$ cat config.mk
export PLATFORM = sky130hd
export DESIGN_NAME = ser_status
export DESIGN_NICKNAME = d
export VERILOG_FILES = /design/src/ser_pkg.sv /design/src/ser_status.sv /design/src/ser_dec_out.sv
export SDC_FILE = /design/constraint.sdc
export NUM_CORES = 1
export LEC_CHECK = 0
export BUFFER_PORTS_ARGS = -buffer_cell sky130_fd_sc_hd__buf_2
export CORE_MARGIN = 2
export CORE_UTILIZATION = 57
export CTS_CLUSTER_SIZE = 40
export DETAILED_ROUTE_END_ITERATION = 6
export PLACE_DENSITY_LB_ADDON = 0.12
export REMOVE_ABC_BUFFERS = 1
export SLEW_MARGIN = 20
export SYNTH_ARGS = -nofsm -noshare
export SYNTH_HDL_FRONTEND = slang
export SYNTH_SLANG_ARGS = --single-unit
$ cat constraint.sdc
create_clock -name clk -period 11.2 [get_ports clk]
set_input_delay 1.12 -clock clk [delete_from_list [all_inputs] [get_ports clk]]
set_output_delay 1.12 -clock clk [all_outputs]
set_load 0.05 [all_outputs]
$ cat src/ser_pkg.sv
/*
 * Package for the status-event reporting block: characters, field positions,
 * event bit positions, reset values and state encodings.
 * Assumes a byte-serial command stream from the bus interface logic.
 */
package ser_pkg;
    // ==========================================================
    // Characters
    localparam logic [7:0] CH_STAR = 8'h2A;
    localparam logic [7:0] CH_COLON = 8'h3A;
    localparam logic [7:0] CH_QUERY = 8'h3F;
    localparam logic [7:0] CH_SPACE = 8'h20;
    localparam logic [7:0] CH_HASH = 8'h23;
    localparam logic [7:0] CH_NL = 8'h0A;
    localparam logic [7:0] CH_SEMI = 8'h3B;
    localparam logic [7:0] CH_ZERO = 8'h30;
    localparam logic [7:0] CH_NINE = 8'h39;
    localparam logic [7:0] CH_UA = 8'h41;
    localparam logic [7:0] CH_CASE = 8'h20;
    localparam logic [7:0] CH_B = 8'h42;
    localparam logic [7:0] CH_Q = 8'h51;
    localparam logic [7:0] CH_H = 8'h48;
    // ==========================================================
    // Event register bits
    localparam int EV_OPC = 0;
    localparam int EV_QYE = 2;
    localparam int EV_DDE = 3;
    localparam int EV_EXE = 4;
    localparam int EV_CME = 5;
    localparam int EV_PON = 7;
    localparam logic [7:0] EV_USED = 8'hBD;
    localparam int STB_ESB = 5;
    localparam int MASK_W = 16;
    localparam logic [15:0] MASK_RST = 16'h0000;
    localparam logic [7:0] EV_RST = 8'h80;
    localparam int HDR_MAX = 12;
    // ==========================================================
    // Common command codes
    typedef enum logic [3:0] {
        CMD_NONE = 4'h0, CMD_CLS = 4'h1, CMD_ESE = 4'h2, CMD_ESEQ = 4'h3,
        CMD_ESRQ = 4'h4, CMD_OPC = 4'h5, CMD_BAD = 4'h6, CMD_SUB = 4'h7,
        CMD_OTHER = 4'h8
    } ser_cmd_type;
    // ==========================================================
    // Parser states, one-hot
    typedef enum logic [5:0] {
        ST_IDLE = 6'b000001,
        ST_HDR = 6'b000010,
        ST_PARM = 6'b000100,
        ST_SKIP = 6'b001000,
        ST_EXEC = 6'b010000,
        ST_REPLY = 6'b100000
    } ser_state_type;
    // ==========================================================
    // Byte stream carrier
    typedef struct packed {
        logic valid;
        logic last;
        logic [7:0] data;
    } ser_byte_type;
endpackage

$ cat src/ser_status.sv
/*
 * Status-event reporting: common command parser, event status register,
 * 16-bit event enable mask and the summary bit of the status byte.
 * Assumes bytes arrive already decoded from the bus, one per valid cycle.
 */
`timescale 1ns/10ps
module ser_status (
    // Clock and reset
    input wire logic clk,
    input wire logic arst_n,
    // Command byte stream
    input ser_pkg::ser_byte_type cmd_in,
    output logic cmd_ready,
    // Response byte stream
    output ser_pkg::ser_byte_type rsp_out,
    input wire logic rsp_ready,
    // Event sources: one-cycle error pulses and the operations-pending level
    input wire logic ev_dev_err,
    input wire logic ev_exe_err,
    input wire logic ops_pending,
    // Status and forwarded commands
    output logic [7:0] status_byte,
    output logic [7:0] event_status,
    output logic [15:0] event_enable_mask,
    output logic err_queue_clear,
    output logic [3:0] other_cmd,
    output logic other_cmd_stb,
    output logic sub_hdr_stb,
    output logic [3:0] sub_level
);
    logic rst_s1, rst_n;
    ser_pkg::ser_state_type state;
    logic is_common, is_query, parm_seen, parm_bad, hdr_bad;
    logic [1:0] radix;
    logic [3:0] hlen;
    logic [7:0] hdr [ser_pkg::HDR_MAX];
    logic [15:0] parm;
    ser_pkg::ser_cmd_type cmd;
    logic opc_watch, acted;
    logic fmt_start, fmt_busy;
    logic [15:0] fmt_val;
    logic [7:0] c, cu;
    logic [3:0] digit;
    logic digit_ok;
    logic take;
    logic set_cme, set_qye;

    // ==========================================================
    // Reset release
    always_ff @(posedge clk or negedge arst_n) begin
        if (!arst_n) begin
            rst_s1 <= 1'b0;
            rst_n <= 1'b0;
        end else begin
            rst_s1 <= 1'b1;
            rst_n <= rst_s1;
        end
    end

    // ==========================================================
    // Character classification
    assign c = cmd_in.data;
    assign cu = (c >= 8'h61) ? (c & ~ser_pkg::CH_CASE) : c;
    always_comb begin
        digit = 4'h0;
        digit_ok = 1'b0;
        if (c >= ser_pkg::CH_ZERO && c <= ser_pkg::CH_NINE) begin
            digit = 4'(c - ser_pkg::CH_ZERO);
            digit_ok = (radix == 2'd2) ? (digit < 4'd8) : (radix == 2'd1) ? (digit < 4'd2) : 1'b1;
        end else if (radix == 2'd3 && cu >= ser_pkg::CH_UA && cu <= 8'h46) begin
            digit = 4'(cu - ser_pkg::CH_UA + 8'd10);
            digit_ok = 1'b1;
        end
    end

    assign cmd_ready = (state == ser_pkg::ST_IDLE) || (state == ser_pkg::ST_HDR)
                       || (state == ser_pkg::ST_PARM) || (state == ser_pkg::ST_SKIP);
    assign take = cmd_in.valid && cmd_ready;

    // ==========================================================
    // Header matcher; only three-letter common headers decode, other lengths are bad
    function automatic ser_pkg::ser_cmd_type match(input logic [3:0] n, input logic q,
                                                   input logic [7:0] a, input logic [7:0] b,
                                                   input logic [7:0] d);
        logic [23:0] w;
        w = {a, b, d};
        match = ser_pkg::CMD_BAD;
        if (n == 4'd3) begin
            case (w)
                24'h43_4C53: match = q ? ser_pkg::CMD_BAD : ser_pkg::CMD_CLS;
                24'h45_5345: match = q ? ser_pkg::CMD_ESEQ : ser_pkg::CMD_ESE;
                24'h45_5352: match = q ? ser_pkg::CMD_ESRQ : ser_pkg::CMD_BAD;
                24'h4F_5043: match = q ? ser_pkg::CMD_OTHER : ser_pkg::CMD_OPC;
                24'h49_444E, 24'h53_5442, 24'h54_5354:
                    match = q ? ser_pkg::CMD_OTHER : ser_pkg::CMD_BAD;
                24'h52_5354, 24'h57_4149: match = q ? ser_pkg::CMD_BAD : ser_pkg::CMD_OTHER;
                24'h53_5245: match = ser_pkg::CMD_OTHER;
                default: match = ser_pkg::CMD_BAD;
            endcase
        end
    endfunction

    // ==========================================================
    // Parser state machine
    always_ff @(posedge clk or negedge rst_n) begin
        if (!rst_n) begin
            state <= ser_pkg::ST_IDLE;
            is_common <= 1'b0;
            is_query <= 1'b0;
            hlen <= 4'h0;
            parm <= 16'h0000;
            parm_seen <= 1'b0;
            parm_bad <= 1'b0;
            hdr_bad <= 1'b0;
            radix <= 2'd0;
            sub_level <= 4'h0;
            cmd <= ser_pkg::CMD_NONE;
            acted <= 1'b0;
            for (int i = 0; i < ser_pkg::HDR_MAX; i++) hdr[i] <= 8'h00;
        end else begin
            case (state)
                ser_pkg::ST_IDLE: if (take && c != ser_pkg::CH_NL && c != ser_pkg::CH_SPACE) begin
                    is_common <= (c == ser_pkg::CH_STAR);
                    is_query <= 1'b0;
                    hlen <= 4'h0;
                    parm <= 16'h0000;
                    parm_seen <= 1'b0;
                    parm_bad <= 1'b0;
                    hdr_bad <= 1'b0;
                    radix <= 2'd0;
                    sub_level <= 4'h1;
                    if (c != ser_pkg::CH_STAR && c != ser_pkg::CH_COLON) begin
                        hdr[0] <= cu;
                        hlen <= 4'h1;
                    end
                    state <= (cmd_in.last) ? ser_pkg::ST_EXEC : ser_pkg::ST_HDR;
                end
                ser_pkg::ST_HDR: if (take) begin
                    if (c == ser_pkg::CH_NL || c == ser_pkg::CH_SEMI || cmd_in.last)
                        state <= ser_pkg::ST_EXEC;
                    else if (c == ser_pkg::CH_SPACE)
                        state <= ser_pkg::ST_PARM;
                    else if (c == ser_pkg::CH_QUERY)
                        is_query <= 1'b1;
                    else if (c == ser_pkg::CH_COLON && !is_common) begin
                        sub_level <= sub_level + 4'h1;
                        hlen <= 4'h0;
                    end else if (hlen < 4'(ser_pkg::HDR_MAX)) begin
                        hdr[hlen] <= cu;
                        hlen <= hlen + 4'h1;
                    end else
                        hdr_bad <= 1'b1;
                end
                ser_pkg::ST_PARM: if (take) begin
                    if (c == ser_pkg::CH_NL || c == ser_pkg::CH_SEMI || cmd_in.last)
                        state <= ser_pkg::ST_EXEC;
                    else if (c == ser_pkg::CH_HASH)
                        radix <= 2'd0;
                    else if (!parm_seen && radix == 2'd0 && (cu == ser_pkg::CH_B
                             || cu == ser_pkg::CH_Q || cu == ser_pkg::CH_H)) begin
                        radix <= (cu == ser_pkg::CH_B) ? 2'd1 : (cu == ser_pkg::CH_Q) ? 2'd2
                                 : 2'd3;
                    end else if (digit_ok) begin
                        parm_seen <= 1'b1;
                        case (radix)
                            2'd1: parm <= {parm[14:0], digit[0]};
                            2'd2: parm <= {parm[12:0], digit[2:0]};
                            2'd3: parm <= {parm[11:0], digit};
                            default: parm <= 16'(parm * 16'd10 + {12'h000, digit});
                        endcase
                    end else if (c != ser_pkg::CH_SPACE)
                        parm_bad <= 1'b1;
                end
                ser_pkg::ST_EXEC: begin
                    cmd <= !is_common ? ser_pkg::CMD_SUB : hdr_bad ? ser_pkg::CMD_BAD
                           : match(hlen, is_query, hdr[0], hdr[1], hdr[2]);
                    acted <= 1'b0;
                    state <= ser_pkg::ST_REPLY;
                end
                ser_pkg::ST_REPLY: begin
                    acted <= 1'b1;
                    if (!fmt_busy && !fmt_start) begin
                        cmd <= ser_pkg::CMD_NONE;
                        state <= ser_pkg::ST_IDLE;
                    end
                end
                default: state <= ser_pkg::ST_IDLE;
            endcase
        end
    end

    // ==========================================================
    // Command execution strobes
    logic in_reply, ese_ok;
    assign in_reply = (state == ser_pkg::ST_REPLY) && !acted;
    assign ese_ok = parm_seen && !parm_bad;
    assign set_cme = in_reply && (cmd == ser_pkg::CMD_BAD
                     || (cmd == ser_pkg::CMD_ESE && !ese_ok));
    assign set_qye = 1'b0;

    always_ff @(posedge clk or negedge rst_n) begin
        if (!rst_n) begin
            other_cmd <= 4'h0;
            other_cmd_stb <= 1'b0;
            sub_hdr_stb <= 1'b0;
            err_queue_clear <= 1'b0;
        end else begin
            other_cmd_stb <= in_reply && cmd == ser_pkg::CMD_OTHER;
            other_cmd <= hlen;
            sub_hdr_stb <= in_reply && cmd == ser_pkg::CMD_SUB;
            err_queue_clear <= in_reply && cmd == ser_pkg::CMD_CLS;
        end
    end

    // Enable mask; clear-status does not touch it
    always_ff @(posedge clk or negedge rst_n) begin
        if (!rst_n)
            event_enable_mask <= ser_pkg::MASK_RST;
        else if (in_reply && cmd == ser_pkg::CMD_ESE && ese_ok)
            event_enable_mask <= parm;
    end

    // Operation-complete watch
    always_ff @(posedge clk or negedge rst_n) begin
        if (!rst_n)
            opc_watch <= 1'b0;
        else if (in_reply && cmd == ser_pkg::CMD_CLS)
            opc_watch <= 1'b0;
        else if (in_reply && cmd == ser_pkg::CMD_OPC)
            opc_watch <= 1'b1;
    end

    // Event status register; a new event beats a simultaneous clear
    logic [7:0] ev_set;
    always_comb begin
        ev_set = 8'h00;
        ev_set[ser_pkg::EV_OPC] = opc_watch && !ops_pending;
        ev_set[ser_pkg::EV_QYE] = set_qye;
        ev_set[ser_pkg::EV_DDE] = ev_dev_err;
        ev_set[ser_pkg::EV_EXE] = ev_exe_err;
        ev_set[ser_pkg::EV_CME] = set_cme;
    end

    always_ff @(posedge clk or negedge rst_n) begin
        if (!rst_n)
            event_status <= ser_pkg::EV_RST;
        else if (in_reply && cmd == ser_pkg::CMD_CLS)
            event_status <= ev_set & ser_pkg::EV_USED;
        else if (in_reply && cmd == ser_pkg::CMD_ESRQ)
            event_status <= ev_set & ser_pkg::EV_USED; // Read clears
        else
            event_status <= (event_status | ev_set) & ser_pkg::EV_USED;
    end

    // Only the summary bit is kept here; other status byte bits are outside
    always_ff @(posedge clk or negedge rst_n) begin
        if (!rst_n)
            status_byte <= 8'h00;
        else begin
            status_byte <= 8'h00;
            status_byte[ser_pkg::STB_ESB] <= |(event_status & event_enable_mask[7:0]);
        end
    end

    // ==========================================================
    // Query replies
    assign fmt_start = in_reply && (cmd == ser_pkg::CMD_ESEQ || cmd == ser_pkg::CMD_ESRQ);
    assign fmt_val = (cmd == ser_pkg::CMD_ESEQ) ? event_enable_mask
                     : {8'h00, event_status};

    ser_dec_out u_fmt (
        .clk(clk),
        .rst_n(rst_n),
        .start(fmt_start),
        .value(fmt_val),
        .busy(fmt_busy),
        .out_byte(rsp_out),
        .out_ready(rsp_ready)
    );
endmodule // ser_status

$ cat src/ser_dec_out.sv
/*
 * Decimal formatter: turns a 16-bit value into ASCII digits, newline and
 * end indication. Assumes the sink takes one byte per ready cycle.
 */
`timescale 1ns/10ps
module ser_dec_out (
    // Clock and reset
    input wire logic clk,
    input wire logic rst_n,
    // Request
    input wire logic start,
    input wire logic [15:0] value,
    output logic busy,
    // Byte output
    output ser_pkg::ser_byte_type out_byte,
    input wire logic out_ready
);
    logic [3:0] dig [5];
    logic [2:0] cnt;
    logic [2:0] idx;
    logic [15:0] rem;
    logic conv;
    logic sending;
    logic load;
    logic [3:0] next_dig;
    logic [15:0] next_rem;

    // ==========================================================
    // Repeated division by ten, one digit per cycle
    always_comb begin
        next_dig = 4'(rem % 16'd10);
        next_rem = rem / 16'd10;
    end

    always_ff @(posedge clk or negedge rst_n) begin
        if (!rst_n) begin
            rem <= 16'h0000;
            cnt <= 3'h0;
            conv <= 1'b0;
            sending <= 1'b0;
            idx <= 3'h0;
            for (int i = 0; i < 5; i++) dig[i] <= 4'h0;
        end else if (start && !busy) begin
            rem <= value;
            cnt <= 3'h0;
            conv <= 1'b1;
        end else if (conv) begin
            dig[cnt] <= next_dig;
            rem <= next_rem;
            cnt <= cnt + 3'h1;
            if (next_rem == 16'h0000) begin
                conv <= 1'b0;
                sending <= 1'b1;
                idx <= cnt + 3'h1;
            end
        end else if (load) begin
            if (idx == 3'h0) sending <= 1'b0;
            else idx <= idx - 3'h1;
        end
    end

    // Index steps only when a byte is loaded, so a stalled sink never sees a repeat
    assign load = sending && !(out_byte.valid && !out_ready);
    assign busy = conv | sending;

    // Most significant digit first, then newline flagged last
    always_ff @(posedge clk or negedge rst_n) begin
        if (!rst_n) begin
            out_byte <= '0;
        end else if (load) begin
            out_byte.valid <= 1'b1;
            out_byte.last <= (idx == 3'h0);
            out_byte.data <= (idx == 3'h0) ? ser_pkg::CH_NL
                                           : (ser_pkg::CH_ZERO | {4'h0, dig[idx - 3'h1]});
        end else if (out_ready) begin
            out_byte <= '0;
        end
    end
endmodule // ser_dec_out

==> impl_metrics.tcl, run 1 <==
set metrics [dict create \
    status "complete, no violations" \
    critical_path_arrival_ps 6390 \
    vias 9108 \
    rsz0062_at_grt "false" \
    drc 0 \
    min_path_cells 0 \
    clk_latency_ps 430 \
    min_period_over_period_pct 54.41 \
    dieHeight_um 142.4 \
    initial_core_util_pct 58.17 \
    multiInputGateArea_um2 6669 \
    cts_tree "yes" \
    io_pins 70 \
    fin_skew_ps 12.12 \
    crit_fanout 27 \
    synthMuxAreaShare_pct 8.882 \
    nFillCells 1615 \
    rows 50 \
    cellPowerDensity_nw_per_um2 315.1 \
    power.total_w 0.003723 \
    diodes 0 \
    area_growth_pct 8.240 \
    drv_cap 0 \
    ys_async_sr_fraction_pct 100.0 \
    drtIter0Drc 672 \
    end_kind "register" \
    min_path_type "reg2reg" \
    path_clk_slew_ps 70 \
    ys_warn_count 0 \
    drive_above_1_share_pct 17.02 \
    top_layer "met4" \
    p_clk_share_pct 16.4 \
    syn_area_um2 10920 \
    synth_edf_count 0 \
    grt_max_degree 80 \
    wl_per_cell_um 17.44 \
    p_sw_w 0.001814 \
    fin_crit_ps 6094 \
    layout_commonest_cell "dfrtp_1" \
    timing.slew.headroom_pct 29.67 \
    swShare_pct 48.72 \
    utilization_pct 62.97 \
    first_pass_iters 6 \
    cp.required_ps 11490 \
    cts_buffers 17 \
    final_nets 1272 \
    detailroute.wirelength.met2_mm 11.97 \
    netlist_instances 1205 \
    peakVddDrop_uv 226.5 \
    r2r_cells 18 \
    leakage_nw 5.234 \
    cts_sinks 148 \
    synthAdderAreaFrac_pct 4.939 \
    fmax_mhz 164.1 \
    vias_per_cell 6.230 \
    ys_ff_latch 148 \
    die_w_um 142.4 \
    overflow 0 \
    grt_pass1_wl_mm 42.64 \
    synth_flop_cell "dfrtp_1" \
    synth_compound_gate_area_share_pct 21.41 \
    clockBufferDepth 2 \
    ant_nets 0 \
    io_buffers 57 \
    post_cts_resized 0 \
    cts_max_level 4 \
    start_kind "register" \
    met1Wirelength_mm 12.21 \
    syn_area_per_cell_um2 9.061 \
    synth_xor_area_share_pct 3.885 \
    ctsRootBufferMaster "clkbuf_16" \
    wl_met3_um 879 \
    finalSetupViolations 0 \
    synth-simple-area-share_pct 21.36 \
    synth_top_family_by_area "compound AO/OA/AOI/OAI gates" \
    ys_seq_area_share_pct 33.94 \
    path_class "reg2reg" \
    gp_congestion 0.8819 \
    grt_pass1_vias 8449 \
    final_cell_mix "145 x dfrtp_1, 120 x nand2_1, 84 x nor2_1" \
    drt_wl_total_mm 25.50 \
    internal-power_w 0.001909 \
    synth_cell_types 117 \
    core_um2 18770 \
    worst_slew_pin_slew_ps 1049 \
    pwr-share-comb_pct 60.1 \
    drv_slew 0 \
    dp_hpwl_mm 18.51 \
    hold_viol 0 \
    grt.total_usage_pct 25.94 \
    seqCellArea_um2 3710 \
    pwr-share-seq_pct 23.4 \
    setup_tns_ps 0 \
    hold_buffers 0 \
    die_area_um2 20280 \
    antenna_found_initial 0 \
    post-cts-setup-buffer-count 0 \
]
[state kept, by name, indices dropped and copies added, names as in the netlist, 5 cells and up]
register,count
state,5
parm,16
u_fmt.out_byte,7
u_fmt.rem,16
hdr,24
event_enable_mask,16
event_status,5
u_fmt.dig,20
[critical path, cell delays in order (launching register included)]
cell,delay [ps]
dfrtp_1,900
nand3b_1,190
o21ai_1,110
a221oi_2,500
nand2_1,120
o211ai_2,360
and2_4,250
a31oi_1,100
nor2b_2,230
a221o_2,450
nor3_4,730
o2111ai_4,250
a41o_1,270
a311o_1,420
and4_4,230
nor4_4,270
and4_4,310
mux2i_1,180
a21oi_1,80
[synthesized netlist by cell type (8+ instances only)]
cell	n	area (µm²)
a211oi_1	9	67.56
a21o_1	15	112.6
a21oi_1	60	300.3
a22o_1	20	175.2
a31oi_1	19	118.9
and3_1	11	68.82
buf_4	18	135.1
clkbuf_1	47	176.4
dfrtp_1	146	3654
ha_1	39	488.0
inv_1	50	187.7
mux2_2	37	416.7
mux2i_1	20	200.2
mux4_2	15	337.8
nand2_1	120	450.4
nand2b_1	17	106.4
nand3_1	53	265.3
nand3b_1	14	105.1
nand4_1	10	62.56
nor2_1	84	315.3
nor2b_1	15	93.84
nor3_1	26	130.1
nor4_1	20	125.1
nor4b_1	8	70.07
o211ai_1	9	67.56
o21ai_0	69	345.3
o21ai_1	11	55.05
o31ai_1	9	67.56
xnor2_1	28	245.2
xor2_1	13	113.9
[final timing paths]
| path | startpoint | to | slack [ps] |
|---|---|---|---|
| min in group asynchronous | rst_n$_DFF_PN0_ | u_fmt.dig[18]$_DFFE_PN0P_ | 460 |
| worst max-delay path | u_fmt.rem[10]$_DFFE_PN0P_ | u_fmt.idx[1]$_DFFE_PN0P_ | 5110 |
| max in group asynchronous | rst_n$_DFF_PN0_ | u_fmt.rem[6]$_DFFE_PN0P_ | 9240 |
| worst min-delay path | rst_s1$_DFF_PN0_ | rst_n$_DFF_PN0_ | 360 |
| worst max register to register | u_fmt.rem[10]$_DFFE_PN0P_ | u_fmt.idx[1]$_DFFE_PN0P_ | 5110 |
| worst min register to register | rst_s1$_DFF_PN0_ | rst_n$_DFF_PN0_ | 360 |
[final cells by class]
type	instances	share of cell area, %
Clock buffer	19	3.748
Clock inverter	13	1.662
Inverter	51	1.620
Multi-Input combinational cell	936	56.43
Sequential cell	148	31.39
Tap cell	234	2.477
Timing Repair Buffer	61	2.668
[logic make-up (layout without fill, tap and decap cells)]
group                      Yosys count  in the layout
xor gates and xnor gates            45             45
AOI/OAI and AO/OA                  324            324
DFF                                148            148
buffers and inverters              132            144
other                                2             13
muxes                               73             73
adders and majority gates           42             42
and+or+nand+nor                    439            439
[layer usage]
layer	global-route usage, %	vias up
li1	-	4466
met1	37.23	4401
met2	40.78	204
met3	4.206	37
met4	7.556	0
met5	0	-
[power by group through the flow]
stage	clock (W)	sequential (W)	combinational, W
finish	0.000612	0.000873	0.00224
global route	0.000652	0.000896	0.00246
CTS	0.000622	0.000868	0.00222
detailed placement	0	0.000877	0.00221
global placement	0	0.000874	0.00219
floorplan	0	0.000856	0.00177
[metrics by stage]
step                      hold WS [ps]  setup WS (ps)  area, µm²  instances
after CTS                        356.4           5175      11820       1462
final                            356.6           5106      11820       1462
after detailed placement         336.5           5176      11180       1430
after floorplan                  331.2           5830      10550       1135
after global routing             375.9           4632      11820       1462
after global placement           336.0           5314      11180       1430
No activity file was read; power rests on OpenSTA's default activity.
==> inputs of run 2 (changes only) <==
- clock period: 11.2 -> 6.3 ns (I/O delays scaled with it)
==> impl_metrics.tcl, run 2 (synthesis gave the netlist of run 1 again) <==
set metrics [dict create \
    status "complete, no violations" \
    layout_setup_ws_ps 528.6 \
    fmax_mhz 173.3 \
    drc 0 \
    ctsRootBufferMaster "clkbuf_16" \
    grt_max_degree 80 \
    cts_buffers 17 \
    cellPowerDensity_nw_per_um2 553.6 \
    drtIter0Drc 777 \
    dieHeight_um 142.4 \
    vias_per_cell 6.194 \
    nFillCells 1648 \
    cts_sinks 148 \
    dp_slack_ps 370.3 \
    grt_busiest_layer "met2" \
    layout_commonest_cell "dfrtp_1" \
    cts_max_level 4 \
    hold_viol 0 \
    setup_tns_ps 0 \
    peakVddDrop_uv 388.7 \
    reg_top3 "hdr x24, u_fmt.dig x20" \
    drv_slew 0 \
    ant_nets 0 \
    met1_usage_pct 36.03 \
    grt_pass1_vias 8480 \
    area_growth_pct 8.125 \
    io_pins 70 \
    path_clk_slew_ps 60 \
    power.total_w 0.006535 \
    end_kind "register" \
    largest_register "hdr" \
    path_class "reg2reg" \
    min_period_over_period_pct 91.61 \
    stdcell_count 1472 \
    die_area_um2 20280 \
    fin_skew_ps 9.874 \
    timing.slew.headroom_pct 30.02 \
    drive_above_1_share_pct 17.45 \
    use_met3_pct 4.408 \
    utilization_pct 62.90 \
    clockBufferDepth 2 \
    dp.cells 1438 \
    fin_crit_ps 5771 \
    post-cts-setup-buffer-count 0 \
    finalSetupViolations 0 \
    diodes 0 \
    io_buffers 57 \
    initial_core_util_pct 58.17 \
    path_common_cell "and4_4" \
    cp.required_ps 6580 \
    grt.total_usage_pct 25.68 \
    slowest_stage "dfrtp_1" \
    core_um2 18770 \
    crit_chain "nand4bb_1 -> a31oi_1 -> a211o_2 -> maj3_2 -> o221ai_2 -> nand3_1 -> a211oi_1 -> nor4_2 -> and3_2 -> nor3_4 -> o2111ai_4 -> a41o_1 -> a311o_1 -> and4_4 -> nor4_4 -> and4_4 -> mux2i_1 -> a21oi_1" \
    grt_pass1_wl_mm 42.21 \
    leakage_nw 5.232 \
    overflow 0 \
    min_path_type "reg2reg" \
    seqCellArea_um2 3710 \
    clk_latency_ps 430 \
    critical_path_arrival_ps 6060 \
    worst_slew_pin_slew_ps 1044 \
    first_pass_iters 5 \
    multiInputGateArea_um2 6679 \
    wl_per_cell_um 17.11 \
    path_buf_inv 0 \
    rsz0062_at_grt "false" \
    cpPeakStageDelay_ps 700 \
    drt_wl_total_mm 25.19 \
    antenna_found_initial 0 \
    dp_hpwl_mm 18.42 \
    post_cts_resized 0 \
    crit_family "compound AO/OA/AOI/OAI gates" \
    cts_tree "yes" \
    gp_congestion 0.9363 \
    drv_cap 0 \
    largest_register_ffs 24 \
    final_cell_mix "145 x dfrtp_1, 120 x nand2_1, 84 x nor2_1" \
    final_nets 1282 \
    use_met2_pct 41.75 \
    die_w_um 142.4 \
    vias 9118 \
    rows 50 \
    start_kind "register" \
    crit_fanout 18 \
]
run 2: cell count changes in the layout (fill, tap and decap cells not counted), sizes merged:
| cell | before | now |
|---|---|---|
| buf | 61 | 69 |
| bufinv | 4 | 1 |
| clkinv | 5 | 8 |
| inv | 53 | 50 |
| clkinvlp | 2 | 4 |
| clkbuf | 19 | 20 |
| dlygate4sd3 | 0 | 1 |
| nor3 | 28 | 29 |
run 2: repair_timing:
action | in CTS | in global routing
endpoints found under the hold margin | 2 | 0
setup endpoints to repair | 0 | 14
hold buffers | 1 | 0
run 2: area by class of cell:
cell class | count | area share, %
multi-input cells | 937 | 56.58
flip-flops and latches | 148 | 31.43
clock buffers | 20 | 3.699
repair buffers | 70 | 3.264
well taps | 234 | 2.480
inverters | 51 | 1.622
clock inverters | 12 | 0.9327
run 2: power by group:
part / leakage [nW] / switching [W] / internal, W
Combinational: 3.03 / 0.00250 / 0.00159
Sequential: 1.95 / 0.000341 / 0.00117
Clock: 0.256 / 0.000393 / 0.000542
Total: 5.23 / 0.00324 / 0.00330
run 2: worst register-to-register path, cell delays in order (launching register included):
cell	delay (ps)
dfrtp_1	700
nand4bb_1	260
a31oi_1	170
a211o_2	430
maj3_2	340
o221ai_2	230
nand3_1	180
a211oi_1	440
nor4_2	100
and3_2	300
nor3_4	500
o2111ai_4	220
a41o_1	260
a311o_1	420
and4_4	230
nor4_4	270
and4_4	310
mux2i_1	190
a21oi_1	80
run 2: worst paths after layout:
path                                           startpoint                        end  slack (ps)  cells after the start
worst max-delay path            u_fmt.rem[14]$_DFFE_PN0P_   u_fmt.idx[1]$_DFFE_PN0P_         530                     18
worst min-delay path                     rst_s1$_DFF_PN0_            rst_n$_DFF_PN0_         350                      0
worst max register to register  u_fmt.rem[14]$_DFFE_PN0P_   u_fmt.idx[1]$_DFFE_PN0P_         530                     18
worst min register to register           rst_s1$_DFF_PN0_            rst_n$_DFF_PN0_         350                      0
max in group asynchronous                 rst_n$_DFF_PN0_   u_fmt.cnt[0]$_DFFE_PN0P_        4360                      1
min in group asynchronous                 rst_n$_DFF_PN0_  u_fmt.dig[18]$_DFFE_PN0P_         450                      0
run 2: through the flow:
stage,hold slack [ps],instance area (µm²)
2_1_floorplan,331.2,10550
3_3_place_gp,334.8,11240
3_5_place_dp,338.7,11240
4_1_cts,352.6,11800
5_1_grt,365.9,11810
6_report,350.4,11810
run 2: metal layers:
layer  vias to the layer above  share of wire [%]
li1                       4497                  -
met1                      4381                 47
met2                       206                 48
met3                        34                4.3
met4                         0                1.4
met5                         -                  0
==> inputs of run 3 (changes only) <==
- CORE_UTILIZATION: 57 -> 56
- REMOVE_ABC_BUFFERS: 1 -> default
- clock period: 6.3 -> 4.9 ns (I/O delays scaled with it)
==> impl_metrics.tcl, run 3 (synthesis gave the netlist of run 1 again) <==
set metrics [dict create \
    die_area_um2 20630 \
    final_nets 1430 \
    start_kind "register" \
    rows 51 \
    die_w_um 143.6 \
    min_path_type "in2reg" \
    fmax_mhz 192.3 \
    layout_setup_ws_ps -300.8 \
    cts_tree "yes" \
    ant_nets 0 \
    cellPowerDensity_nw_per_um2 854.1 \
    vias 9902 \
    vias_per_cell 5.998 \
    stdcell_count 1651 \
    ctsRootBufferMaster "clkbuf_16" \
    placed_area_um2 12140 \
    clk_latency_ps 430 \
    path_class "reg2reg" \
    first_pass_iters 5 \
    path_clk_slew_ps 70 \
    stdcell_area_um2 13520 \
    leakage_nw 6.104 \
    largest_register "hdr" \
    violations "negative setup slack" \
    rsz0062_at_grt "true" \
    status "finished with violations" \
    wl_per_cell_um 17.24 \
    timing.slew.headroom_pct 34.28 \
    diodes 0 \
    overflow 0 \
    crit_chain "buf_6 -> buf_4 -> or3b_4 -> o221a_4 -> o211ai_2 -> o22ai_2 -> o31a_1 -> o21ai_2 -> o22ai_2 -> a22o_1 -> a221o_2 -> nor3_4 -> o2111ai_4 -> a41o_1 -> a311o_1 -> and4_4 -> nor4_4 -> buf_4 -> nand2_2 -> xnor2_4 -> mux2i_1" \
    largest_register_ffs 24 \
    slowest_stage "dfrtp_2" \
    final_cell_mix "150 x buf_4, 140 x dfrtp_1, 117 x nand2_1" \
    core_um2 19270 \
    peakVddDrop_uv 614.7 \
    cp.required_ps 5200 \
    drv_slew 0 \
    gp_congestion 0.9087 \
    critical_path_arrival_ps 5500 \
    drtIter0Drc 616 \
    drive_above_1_share_pct 30.30 \
    hold_viol 0 \
    io_pins 70 \
    cts_buffers 17 \
    grt.total_usage_pct 28.04 \
    grt_pass1_wl_mm 46.58 \
    crit_fanout 7 \
    drt_wl_total_mm 28.47 \
    nFillCells 1526 \
    layout_commonest_cell "buf_4" \
    crit_family "compound AO/OA/AOI/OAI gates" \
    dieHeight_um 143.6 \
    cts_sinks 148 \
    min_period_over_period_pct 106.1 \
    initial_core_util_pct 56.65 \
    dp_hpwl_mm 20.16 \
    fin_crit_ps 5201 \
    end_kind "register" \
    grt_max_degree 72 \
    cpPeakStageDelay_ps 470 \
    dp_slack_ps -326.5 \
    grt_pass1_vias 9365 \
    reg_top3 "hdr x24, u_fmt.dig x20" \
    cts_max_level 4 \
    worst_slew_pin_slew_ps 977.4 \
    dp.cells 1580 \
    fin_skew_ps 15.70 \
    path_buf_inv 3 \
    io_buffers 57 \
    finalSetupViolations 22 \
    area_growth_pct 23.81 \
    clockBufferDepth 2 \
    drc 0 \
    antenna_found_initial 0 \
    drv_cap 0 \
]
## run 3: cell count changes in the layout (fill, tap and decap cells not counted), moves of 5 or more
cell     delta
a21oi_2     +5
a21oi_1     -7
inv_6       +6
dfrtp_2     +5
buf_6       +9
dfrtp_1     -5
buf_4     +138
## run 3: report_power, final
part / switching [W] / internal, W / total [W] / leakage, nW
Sequential: 0.000396 / 0.00150 / 0.00190 / 1.94
Combinational: 0.00428 / 0.00404 / 0.00833 / 3.87
Clock: 0.000580 / 0.000740 / 0.00132 / 0.289
## run 3: area by class of cell
class / instances / area (µm²) / area share (%)
multi-input combinational: 936 / 7133 / 52.77
sequential: 148 / 3716 / 27.49
timing repair buffer: 219 / 1548 / 11.45
clock buffer: 18 / 439.2 / 3.249
tap: 265 / 331.6 / 2.453
inverter: 51 / 191.4 / 1.416
clock inverter: 14 / 158.9 / 1.175
## run 3: final timing paths
| check | from | end | slack, ps | cells after the start |
|---|---|---|---|---|
| setup / recovery | u_fmt.rem[11]$_DFFE_PN0P_ | u_fmt.dig[13]$_DFFE_PN0P_ | -300 | 21 |
| hold / removal | ev_dev_err | event_status[3]$_DFF_PN0_ | 240 | 2 |
| setup reg to reg | u_fmt.rem[11]$_DFFE_PN0P_ | u_fmt.dig[13]$_DFFE_PN0P_ | -300 | 21 |
| hold reg to reg | rst_s1$_DFF_PN0_ | rst_n$_DFF_PN0_ | 350 | 0 |
| max in group asynchronous | rst_n$_DFF_PN0_ | u_fmt.rem[12]$_DFFE_PN0P_ | 3270 | 1 |
| min in group asynchronous | arst_n | rst_s1$_DFF_PN0_ | 360 | 2 |
## run 3: per-stage QoR
step	setup TNS [ps]	power [W]	hold WS (ps)	utilization [%]
after floorplan	0	0.006239	194.4	-
after global placement	-3554	0.008625	276.5	62.97
after detailed placement	-5283	0.008678	280.1	62.97
after CTS	-996.4	0.01085	238.2	68.95
after global routing	-9647	0.01225	241.6	70.15
final	-5137	0.01155	244.5	70.15
## run 3: layer usage
layer / share of wire, % / vias up / global-route usage, %
met2: 49 / 233 / 46.34
met1: 45 / 4821 / 38.88
met4: 1.7 / 0 / 7.276
met3: 4.2 / 47 / 4.065
li1: - / 4801 / -
met5: 0 / - / 0
## run 3: what timing repair did
action,4_1_cts,5_1_grt
cloned,1,0
hold buffers,1,0
hold endpoints to repair,2,0
setup endpoints to repair,22,22
gates resized for setup,63,32
buffers inserted,29,9
pin swaps,30,34
